File: src/hdl/quad_switch_pkg.sv
// constants and types shared by the quad switch serial diagnosis logic
package quad_switch_pkg;

  // ----------------------------------------
  // sizes
  // ----------------------------------------
  localparam int CHANNELS = 4;
  localparam int BYTE_W = 8;
  localparam int CODE_W = 2;
  localparam int CMD_HI = 7;
  localparam int CMD_LO = 4;
  localparam logic [3:0] BIT_CNT_FULL = 4'h8;
  localparam logic [3:0] BIT_CNT_ZERO = 4'h0;

  // ----------------------------------------
  // command words, upper nibble of the input byte
  // ----------------------------------------
  localparam logic [3:0] CMD_DIAG_ONLY = 4'h0;
  localparam logic [3:0] CMD_READ_BACK = 4'hc;
  localparam logic [3:0] CMD_ECHO = 4'ha;
  localparam logic [3:0] CMD_OR = 4'h3;
  localparam logic [3:0] CMD_AND = 4'hf;

  // ----------------------------------------
  // two-bit diagnosis codes, first bit in [1]
  // ----------------------------------------
  localparam logic [1:0] CODE_NORMAL = 2'h3;
  localparam logic [1:0] CODE_OVERLOAD = 2'h2;
  localparam logic [1:0] CODE_OPEN_LOAD = 2'h1;
  localparam logic [1:0] CODE_SHORT_GND = 2'h0;

  // ----------------------------------------
  // master-side settling time between the two diagnosis frames
  // ----------------------------------------
  localparam int SETTLE_TIME_US = 150;

  typedef enum logic [2:0] {
    CMD_KIND_DIAG,
    CMD_KIND_READ_BACK,
    CMD_KIND_ECHO,
    CMD_KIND_OR,
    CMD_KIND_AND,
    CMD_KIND_OTHER
  } cmd_kind_t;

  typedef enum logic [1:0] {
    FRAME_FULL_DIAG,
    FRAME_READ_BACK,
    FRAME_ECHO
  } frame_mode_t;

endpackage

File: src/hdl/quad_switch_spi_diagnosis.sv
// serial command latching and diagnosis readout of a four-channel low-side switch
`timescale 1ns/10ps

// Functional notes
// - unknown command keeps the latched AND or OR mode
// - fault pin pulled low on any error
// - fault codes latched, newer error overwrites
// - serial output released while select high
// - diagnosis shifted out while select low
// - select rising edge clears error registers
// - full diagnosis: two bits per channel
// - normal channel reports HH
// - current limitation reports HL
// - open load reports LH
// - short to ground reports LL
// - clock low at select edges; sample falling
// - select rising edge loads output control
// - upper nibble selects the function
// - reset selects OR combining mode
module quad_switch_spi_diagnosis #(
  parameter int CHANNELS = quad_switch_pkg::CHANNELS
) (
  input wire logic ref_clk,
  input wire logic rst_n,
  input wire logic cs_n,
  input wire logic sclk,
  input wire logic si,
  input wire logic parallel_input_ch1,
  input wire logic parallel_input_ch2,
  input wire logic parallel_input_ch3,
  input wire logic parallel_input_ch4,
  input wire logic [CHANNELS-1:0] overload_det,
  input wire logic [CHANNELS-1:0] open_load_det,
  input wire logic [CHANNELS-1:0] short_gnd_det,
  output logic so_out,
  output logic so_oe,
  output logic fault_out,
  output logic fault_oe,
  output logic [CHANNELS-1:0] channel_on,
  output logic and_mode
);

  // ----------------------------------------
  // decoding
  // ----------------------------------------
  function automatic quad_switch_pkg::cmd_kind_t cmd_kind(input logic [3:0] cmd);
    case (cmd)
      quad_switch_pkg::CMD_DIAG_ONLY: cmd_kind = quad_switch_pkg::CMD_KIND_DIAG;
      quad_switch_pkg::CMD_READ_BACK: cmd_kind = quad_switch_pkg::CMD_KIND_READ_BACK;
      quad_switch_pkg::CMD_ECHO: cmd_kind = quad_switch_pkg::CMD_KIND_ECHO;
      quad_switch_pkg::CMD_OR: cmd_kind = quad_switch_pkg::CMD_KIND_OR;
      quad_switch_pkg::CMD_AND: cmd_kind = quad_switch_pkg::CMD_KIND_AND;
      default: cmd_kind = quad_switch_pkg::CMD_KIND_OTHER;
    endcase
  endfunction

  // overload wins over short, short over open load when several detectors fire
  function automatic logic [1:0] fault_code(input logic ovl, input logic opn, input logic sgnd);
    if (ovl) begin
      fault_code = quad_switch_pkg::CODE_OVERLOAD;
    end else if (sgnd) begin
      fault_code = quad_switch_pkg::CODE_SHORT_GND;
    end else if (opn) begin
      fault_code = quad_switch_pkg::CODE_OPEN_LOAD;
    end else begin
      fault_code = quad_switch_pkg::CODE_NORMAL;
    end
  endfunction

  // ----------------------------------------
  // synchronisers
  // ----------------------------------------
  localparam int SYNC_W = 3 + 4 + 3 * CHANNELS;
  logic [SYNC_W-1:0] sync1_r, sync2_r;
  logic cs_prev_r, sclk_prev_r;

  always_ff @(posedge ref_clk or negedge rst_n) begin
    if (!rst_n) begin
      // select bit resets to its idle high level, no false edge after reset
      sync1_r <= {1'b1, {(SYNC_W-1){1'b0}}};
      sync2_r <= {1'b1, {(SYNC_W-1){1'b0}}};
      cs_prev_r <= 1'b1;
      sclk_prev_r <= 1'b0;
    end else begin
      sync1_r <= {cs_n, sclk, si, parallel_input_ch4, parallel_input_ch3,
                  parallel_input_ch2, parallel_input_ch1, overload_det,
                  open_load_det, short_gnd_det};
      sync2_r <= sync1_r;
      cs_prev_r <= sync2_r[SYNC_W-1];
      sclk_prev_r <= sync2_r[SYNC_W-2];
    end
  end

  logic cs_s, sclk_s, si_s;
  logic [CHANNELS-1:0] par_s, ovl_s, opn_s, sgnd_s;
  assign cs_s = sync2_r[SYNC_W-1];
  assign sclk_s = sync2_r[SYNC_W-2];
  assign si_s = sync2_r[SYNC_W-3];
  assign par_s = sync2_r[3*CHANNELS +: CHANNELS];
  assign ovl_s = sync2_r[2*CHANNELS +: CHANNELS];
  assign opn_s = sync2_r[CHANNELS +: CHANNELS];
  assign sgnd_s = sync2_r[0 +: CHANNELS];

  logic cs_fall, cs_rise, sclk_fall, sclk_rise;
  assign cs_fall = cs_prev_r && !cs_s;
  assign cs_rise = !cs_prev_r && cs_s;
  // sclk is low at select edges, so edges only count inside a frame
  assign sclk_fall = !cs_s && sclk_prev_r && !sclk_s;
  assign sclk_rise = !cs_s && !sclk_prev_r && sclk_s;

  // ----------------------------------------
  // diagnosis registers
  // ----------------------------------------
  logic [CHANNELS*2-1:0] diag_r, diag_nxt;
  logic [CHANNELS-1:0] det_now;

  genvar g;
  generate
    for (g = 0; g < CHANNELS; g++) begin : g_diag
      assign det_now[g] = ovl_s[g] | opn_s[g] | sgnd_s[g];
      always_comb begin
        diag_nxt[2*g +: 2] = diag_r[2*g +: 2];
        if (cs_rise) begin
          diag_nxt[2*g +: 2] = quad_switch_pkg::CODE_NORMAL;
        end
        // a fault present in the clearing cycle is kept, set beats clear
        if (det_now[g]) begin
          diag_nxt[2*g +: 2] = fault_code(ovl_s[g], opn_s[g], sgnd_s[g]);
        end
      end
    end
  endgenerate

  logic any_fault;
  always_comb begin
    any_fault = 1'b0;
    for (int i = 0; i < CHANNELS; i++) begin
      if (diag_r[2*i +: 2] != quad_switch_pkg::CODE_NORMAL) begin
        any_fault = 1'b1;
      end
    end
  end

  // ----------------------------------------
  // serial frame and command state
  // ----------------------------------------
  logic [quad_switch_pkg::BYTE_W-1:0] rx_r, rx_nxt, tx_r, tx_nxt;
  logic [3:0] bit_cnt_r, bit_cnt_nxt;
  logic so_r, so_nxt;
  logic and_r, and_nxt;
  logic [CHANNELS-1:0] data_r, data_nxt, on_r, on_nxt;
  quad_switch_pkg::frame_mode_t mode_r, mode_nxt;
  logic [CHANNELS-1:0] flag_bits;

  always_comb begin
    for (int i = 0; i < CHANNELS; i++) begin
      flag_bits[i] = (diag_r[2*i +: 2] == quad_switch_pkg::CODE_NORMAL);
    end
  end

  always_comb begin
    rx_nxt = rx_r;
    tx_nxt = tx_r;
    bit_cnt_nxt = bit_cnt_r;
    so_nxt = so_r;
    and_nxt = and_r;
    data_nxt = data_r;
    mode_nxt = mode_r;
    if (cs_fall) begin
      bit_cnt_nxt = quad_switch_pkg::BIT_CNT_ZERO;
      if (mode_r == quad_switch_pkg::FRAME_READ_BACK) begin
        tx_nxt = {par_s, flag_bits};
      end else begin
        tx_nxt = diag_r;
      end
      so_nxt = tx_nxt[quad_switch_pkg::BYTE_W-1];
    end
    if (sclk_fall) begin
      rx_nxt = {rx_r[quad_switch_pkg::BYTE_W-2:0], si_s};
      if (bit_cnt_r != quad_switch_pkg::BIT_CNT_FULL) begin
        bit_cnt_nxt = bit_cnt_r + 4'h1;
      end
    end
    if (sclk_rise) begin
      tx_nxt = {tx_r[quad_switch_pkg::BYTE_W-2:0], 1'b0};
      so_nxt = tx_nxt[quad_switch_pkg::BYTE_W-1];
    end
    if (cs_rise) begin
      // read-back and echo last for one frame only
      mode_nxt = quad_switch_pkg::FRAME_FULL_DIAG;
      // a short frame is dropped whole rather than half applied
      if (bit_cnt_r == quad_switch_pkg::BIT_CNT_FULL) begin
        case (cmd_kind(rx_r[quad_switch_pkg::CMD_HI:quad_switch_pkg::CMD_LO]))
          quad_switch_pkg::CMD_KIND_DIAG: begin
          end
          quad_switch_pkg::CMD_KIND_READ_BACK: begin
            mode_nxt = quad_switch_pkg::FRAME_READ_BACK;
          end
          quad_switch_pkg::CMD_KIND_ECHO: begin
            mode_nxt = quad_switch_pkg::FRAME_ECHO;
          end
          quad_switch_pkg::CMD_KIND_OR: begin
            and_nxt = 1'b0;
            data_nxt = rx_r[CHANNELS-1:0];
          end
          quad_switch_pkg::CMD_KIND_AND: begin
            and_nxt = 1'b1;
            data_nxt = rx_r[CHANNELS-1:0];
          end
          default: begin
            data_nxt = rx_r[CHANNELS-1:0];
          end
        endcase
      end
    end
    on_nxt = and_r ? (par_s & data_r) : (par_s | data_r);
  end

  always_ff @(posedge ref_clk or negedge rst_n) begin
    if (!rst_n) begin
      diag_r <= {CHANNELS{quad_switch_pkg::CODE_NORMAL}};
      rx_r <= '0;
      tx_r <= '0;
      bit_cnt_r <= quad_switch_pkg::BIT_CNT_ZERO;
      so_r <= 1'b0;
      and_r <= 1'b0;
      data_r <= '0;
      on_r <= '0;
      mode_r <= quad_switch_pkg::FRAME_FULL_DIAG;
    end else begin
      diag_r <= diag_nxt;
      rx_r <= rx_nxt;
      tx_r <= tx_nxt;
      bit_cnt_r <= bit_cnt_nxt;
      so_r <= so_nxt;
      and_r <= and_nxt;
      data_r <= data_nxt;
      on_r <= on_nxt;
      mode_r <= mode_nxt;
    end
  end

  // ----------------------------------------
  // pins
  // ----------------------------------------
  assign so_oe = !cs_s;
  assign so_out = (mode_r == quad_switch_pkg::FRAME_ECHO) ? si_s : so_r;
  assign fault_out = 1'b0;
  assign fault_oe = any_fault;
  assign channel_on = on_r;
  assign and_mode = and_r;

endmodule

File: config.mk
export PLATFORM = sky130hd
export DESIGN_NAME = quad_switch_spi_diagnosis
export DESIGN_NICKNAME = d
export VERILOG_FILES = /design/src/hdl/quad_switch_pkg.sv /design/src/hdl/quad_switch_spi_diagnosis.sv
export SDC_FILE = /design/constraint.sdc
export NUM_CORES = 1
export LEC_CHECK = 0
export BUFFER_PORTS_ARGS = -buffer_cell sky130_fd_sc_hd__buf_2
export CORE_UTILIZATION = 30
export CTS_BUF_LIST = sky130_fd_sc_hd__clkbuf_8
export CTS_CLUSTER_SIZE = 30
export DETAILED_ROUTE_END_ITERATION = 16
export GPL_ROUTABILITY_DRIVEN = 0
export GPL_TIMING_DRIVEN = 0
export SLEW_MARGIN = 20
export SYNTH_ARGS = -nofsm -noshare
export SYNTH_HDL_FRONTEND = slang
export SYNTH_SLANG_ARGS = --single-unit
File: constraint.sdc
create_clock -name ref_clk -period 1.9 [get_ports ref_clk]
set_input_delay 0.19 -clock ref_clk [delete_from_list [all_inputs] [get_ports ref_clk]]
set_output_delay 0.19 -clock ref_clk [all_outputs]
set_load 0.1 [all_outputs]
==> impl_metrics.yaml <==
logic_synthesis:
  post_synthesis_cell_type_count: 39
  avgSynthCellArea_sq_um: 13.8
  yosysSeqAreaShare_pct: 68.5
  yosys_warnings: 0
  post_synth_instance_area_sq_um: 2910
  async_flop_share_pct: 100
  ys.flop_type: "sky130_fd_sc_hd__dfrtp_1"
  yosys-top-cells-area: "sky130_fd_sc_hd__dfrtp_1 (59%), sky130_fd_sc_hd__dfstp_2 (9.9%), sky130_fd_sc_hd__mux2_2 (5.0%)"
  synth.largest_area_cell: "sky130_fd_sc_hd__dfrtp_1"
  postSynthNetCount: 234
  yosys_register_bits: 79
  post_synth_inst_count: 211
  post-synth-top-area-fraction_pct: 58.6
  synth_enable_flop_cells: 0
worst_setup_path:
  worst_setup_path_endpoint: "so_out"
  arrival_ns: 1.62
  setup.worst_path.start: "mode_r[0]$_DFFE_PN0P_"
  critPathRequiredTime_ns: 1.71
  timing.rr.start: "bit_cnt_r[1]$_DFF_PN0_"
  crit_path_end_kind: "output port"
  critPathLaunchType: "flop"
  timing.reg2reg.worst_path_depth: 7
  critical_path_class: "reg -> out"
  timing.critical_path.cells: "nor2b_1 > mux2_2 > buf_2"
  cp_max_fo: 10
  cpPeakStageDelay_ns: 0.47
  endpoint_of_the_most_critical_register_to_register_path: "data_r[2]$_DFFE_PN0P_"
  crit_slowest_cell: "sky130_fd_sc_hd__dfrtp_1"
  setup.reg_to_reg.worst_slack_ns: 0.13
power_and_ir_drop:
  p_sw_mw: 1.24
  seq_power_share_pct: 49.0
  power.share.switching_pct: 29.2
  clkPwrFrac_pct: 32.7
  pwr_density_cell_nw_per_um2: 1150
  peakVddDrop_mv: 0.670
  cell_internal_power_mw: 3.01
  p_leak_nw: 1.58
  comb_power_share_pct: 18.3
timing:
  final_number_of_setup_violating_endpoints: 0
  finalWorstPathRequiredPeriod_ns: 1.81
  final.period_utilization_pct: 95.5
  finalHoldViolations: 0
  final_critical_path_setup_slack_ns: 0.0863
  grt_setup_unrepaired: "no"
  timing.clock.skew_ns: 0.00768
  maxSlewViolCount: 0
  max_freq_ghz: 0.551
  max_slew_margin_pct: 65.4
  timing_worst_slew_pin_value_ns: 0.518
  sum_neg_setup_slack_ns: 0
detailed_routing:
  detail_route.first_pass.iterations: 4
  detail_route.wirelength_um: 5100
  vias_per_cell: 4.41
  postRouteAntennaNets: 0
  detailroute.via_count: 1798
  drt-wirelength-per-cell_um: 12.5
  dr.first_iter.drc_count: 77
  drc: 0
hold_path:
  hold_path.class: "in -> async"
clock_network:
  clock_tree.root_cell: "sky130_fd_sc_hd__clkbuf_8"
  worstSkewPairLatency_ns: 0.35
  clockBufferDepth: 2
  cts-buffers-inserted: 9
  tritoncts: "yes"
  clk_pin_slew_worst_paths_ns: 0.08
  clock_sink_count: 79
  depth_of_the_cts_h_tree: 3
status:
  status: "complete, no violations"
global_route:
  grt_max_degree: 47
  grt_antenna_before_repair: 0
  grt.overflow.total: 0
  number_of_global_route_vias_before_repair: 1742
  first_pass_grt_wire_length_um: 8420
  gr-usage-all-layers_pct: 11.1
finish:
  num-nets-final: 297
  layout.filler_cells: 875
  antenna_cells_inserted: 0
  layout-drive-gt1-share_pct: 29.7
  fin_cells: 408
  synthToLayoutAreaGrowth_pct: 27.0
placed_design:
  placement.io_buffers: 28
  numPlacedInstances: 369
  pre_cts_ws_ns: -0.00689
  detailedPlacementHpwl_um: 3390
floorplanning:
  chipHeight_um: 100
  floorplan.rows: 35
  die_area_sq_um: 10100
  coreArea_sq_um: 9330
  floorplan.initialDensity_pct: 31.1
  io_pins: 30
  die_width_um: 100
flow_run:
  drv_cap: 0
-- sequential cells by signal, indices dropped and copies added (netlist names) --
name and flops:
and_mode 1, bit_cnt_r 4, channel_on 4, cs_prev_r 1, data_r 4, diag_r 8
mode_r 2, rx_r 8, sclk_prev_r 1, so_r 1, sync1_r 19, sync2_r 19
tx_r 7
-- placed cells by master (no fill, tap or decap), types with 3 or more instances in the layout --
| cell type | n |
|---|---|
| sky130_fd_sc_hd__dfstp_2 | 11 |
| sky130_fd_sc_hd__buf_2 | 28 |
| sky130_fd_sc_hd__clkbuf_1 | 4 |
| sky130_fd_sc_hd__dfrtp_1 | 67 |
| sky130_fd_sc_hd__dlygate4sd3_1 | 20 |
| sky130_fd_sc_hd__o31ai_1 | 8 |
| sky130_fd_sc_hd__and4b_1 | 3 |
| sky130_fd_sc_hd__a211oi_1 | 8 |
| sky130_fd_sc_hd__o21ai_0 | 5 |
| sky130_fd_sc_hd__nand2_1 | 13 |
| sky130_fd_sc_hd__mux2_2 | 13 |
| sky130_fd_sc_hd__nor3_1 | 8 |
| sky130_fd_sc_hd__nor2_1 | 14 |
| sky130_fd_sc_hd__nor2b_1 | 4 |
| sky130_fd_sc_hd__and3b_1 | 4 |
| sky130_fd_sc_hd__nand2b_1 | 8 |
| sky130_fd_sc_hd__clkbuf_8 | 10 |
| sky130_fd_sc_hd__buf_4 | 5 |
| sky130_fd_sc_hd__maj3_1 | 4 |
| sky130_fd_sc_hd__inv_1 | 5 |
-- what timing repair did --
item | in CTS | in global routing
endpoints found under the hold margin | 48 | 0
endpoints found under the setup margin | 4 | 9
resized for setup | 0 | 4
pin swaps | 2 | 1
buffers inserted | 2 | 1
hold buffers | 20 | 0
-- layer usage --
layer / GRT usage, % / share of wire (%) / up-vias
li1: - / - / 874
met1: 13.8 / 47 / 888
met2: 17.6 / 48 / 26
met3: 2.51 / 2.2 / 10
met4: 6.69 / 2.7 / 0
met5: 0 / 0 / -
-- power by group through the flow --
stage               clock, mW  combinational (mW)  sequential, mW
global placement            0               0.687            2.10
global route             1.50               0.840            2.12
detailed placement          0               0.709            2.12
floorplan                   0               0.397            2.23
finish                   1.39               0.778            2.08
CTS                      1.42               0.768            2.08
-- through the flow --
stage / instance area (sq um) / hold slack, ns / utilization (%) / total power [mW]
2_1_floorplan: 2910 / -0.106 / - / 2.62
3_3_place_gp: 3210 / 0.296 / 34.4 / 2.79
3_5_place_dp: 3230 / 0.168 / 34.6 / 2.83
4_1_cts: 3670 / 0.330 / 39.4 / 4.27
5_1_grt: 3690 / 0.354 / 39.6 / 4.45
6_report: 3690 / 0.323 / 39.6 / 4.25
-- worst min path at each step --
stage	cells after the start	end
2_1_floorplan	0	and_mode$_DFFE_PN0P_
3_3_place_gp	1	sync1_r[18]$_DFF_PN1_
3_5_place_dp	1	sync2_r[5]$_DFF_PN0_
4_1_cts	2	sync2_r[5]$_DFF_PN0_
5_1_grt	0	sync2_r[12]$_DFF_PN0_
6_report	2	sync1_r[8]$_DFF_PN0_
-- cell families after synthesis --
| logic type | synth area share, % |
|---|---|
| AND/OR/NAND/NOR | 13.4 |
| buffers and inverters | 1.72 |
| other | 0.129 |
| XOR/XNOR | 0.302 |
| adder cells (fa/ha/maj) | 2.24 |
| multiplexers | 5.38 |
| AO/OA/AOI/OAI | 8.36 |
| flip-flops | 68.5 |
-- critical path, delay by kind of cell (launching register included) --
family / cells / cell delay, ns
and+or+nand+nor: 1 / 0.16
muxes: 1 / 0.35
buffers and inverters: 1 / 0.29
DFF: 1 / 0.47
-- cell usage after synthesis, drive strengths merged, types with 2 or more instances --
cell and count:
a211oi 8, a21oi 2, a32o 2, and3b 4, and4b 3, buf 2, clkbuf 4, dfrtp 68
dfstp 11, ha 2, inv 6, maj3 4, mux2 13, nand2 13, nand2b 8, nand3 2
nand3b 2, nand4 2, nor2 14, nor2b 4, nor3 8, nor3b 2, o211ai 2, o21ai 5
o31ai 8
-- cell type report --
cell class | count | area, sq um | area share, %
plain buffers | 6 | 27.5 | 0.746
clock buffers | 10 | 138 | 3.73
clock inverters | 6 | 92.6 | 2.51
inverters | 6 | 22.5 | 0.610
multi-input cells | 120 | 872 | 23.6
flip-flops and latches | 79 | 1990 | 54.0
well taps | 129 | 161 | 4.37
repair buffers | 52 | 385 | 10.4
Note: power is estimated with default switching activity, not from simulation.
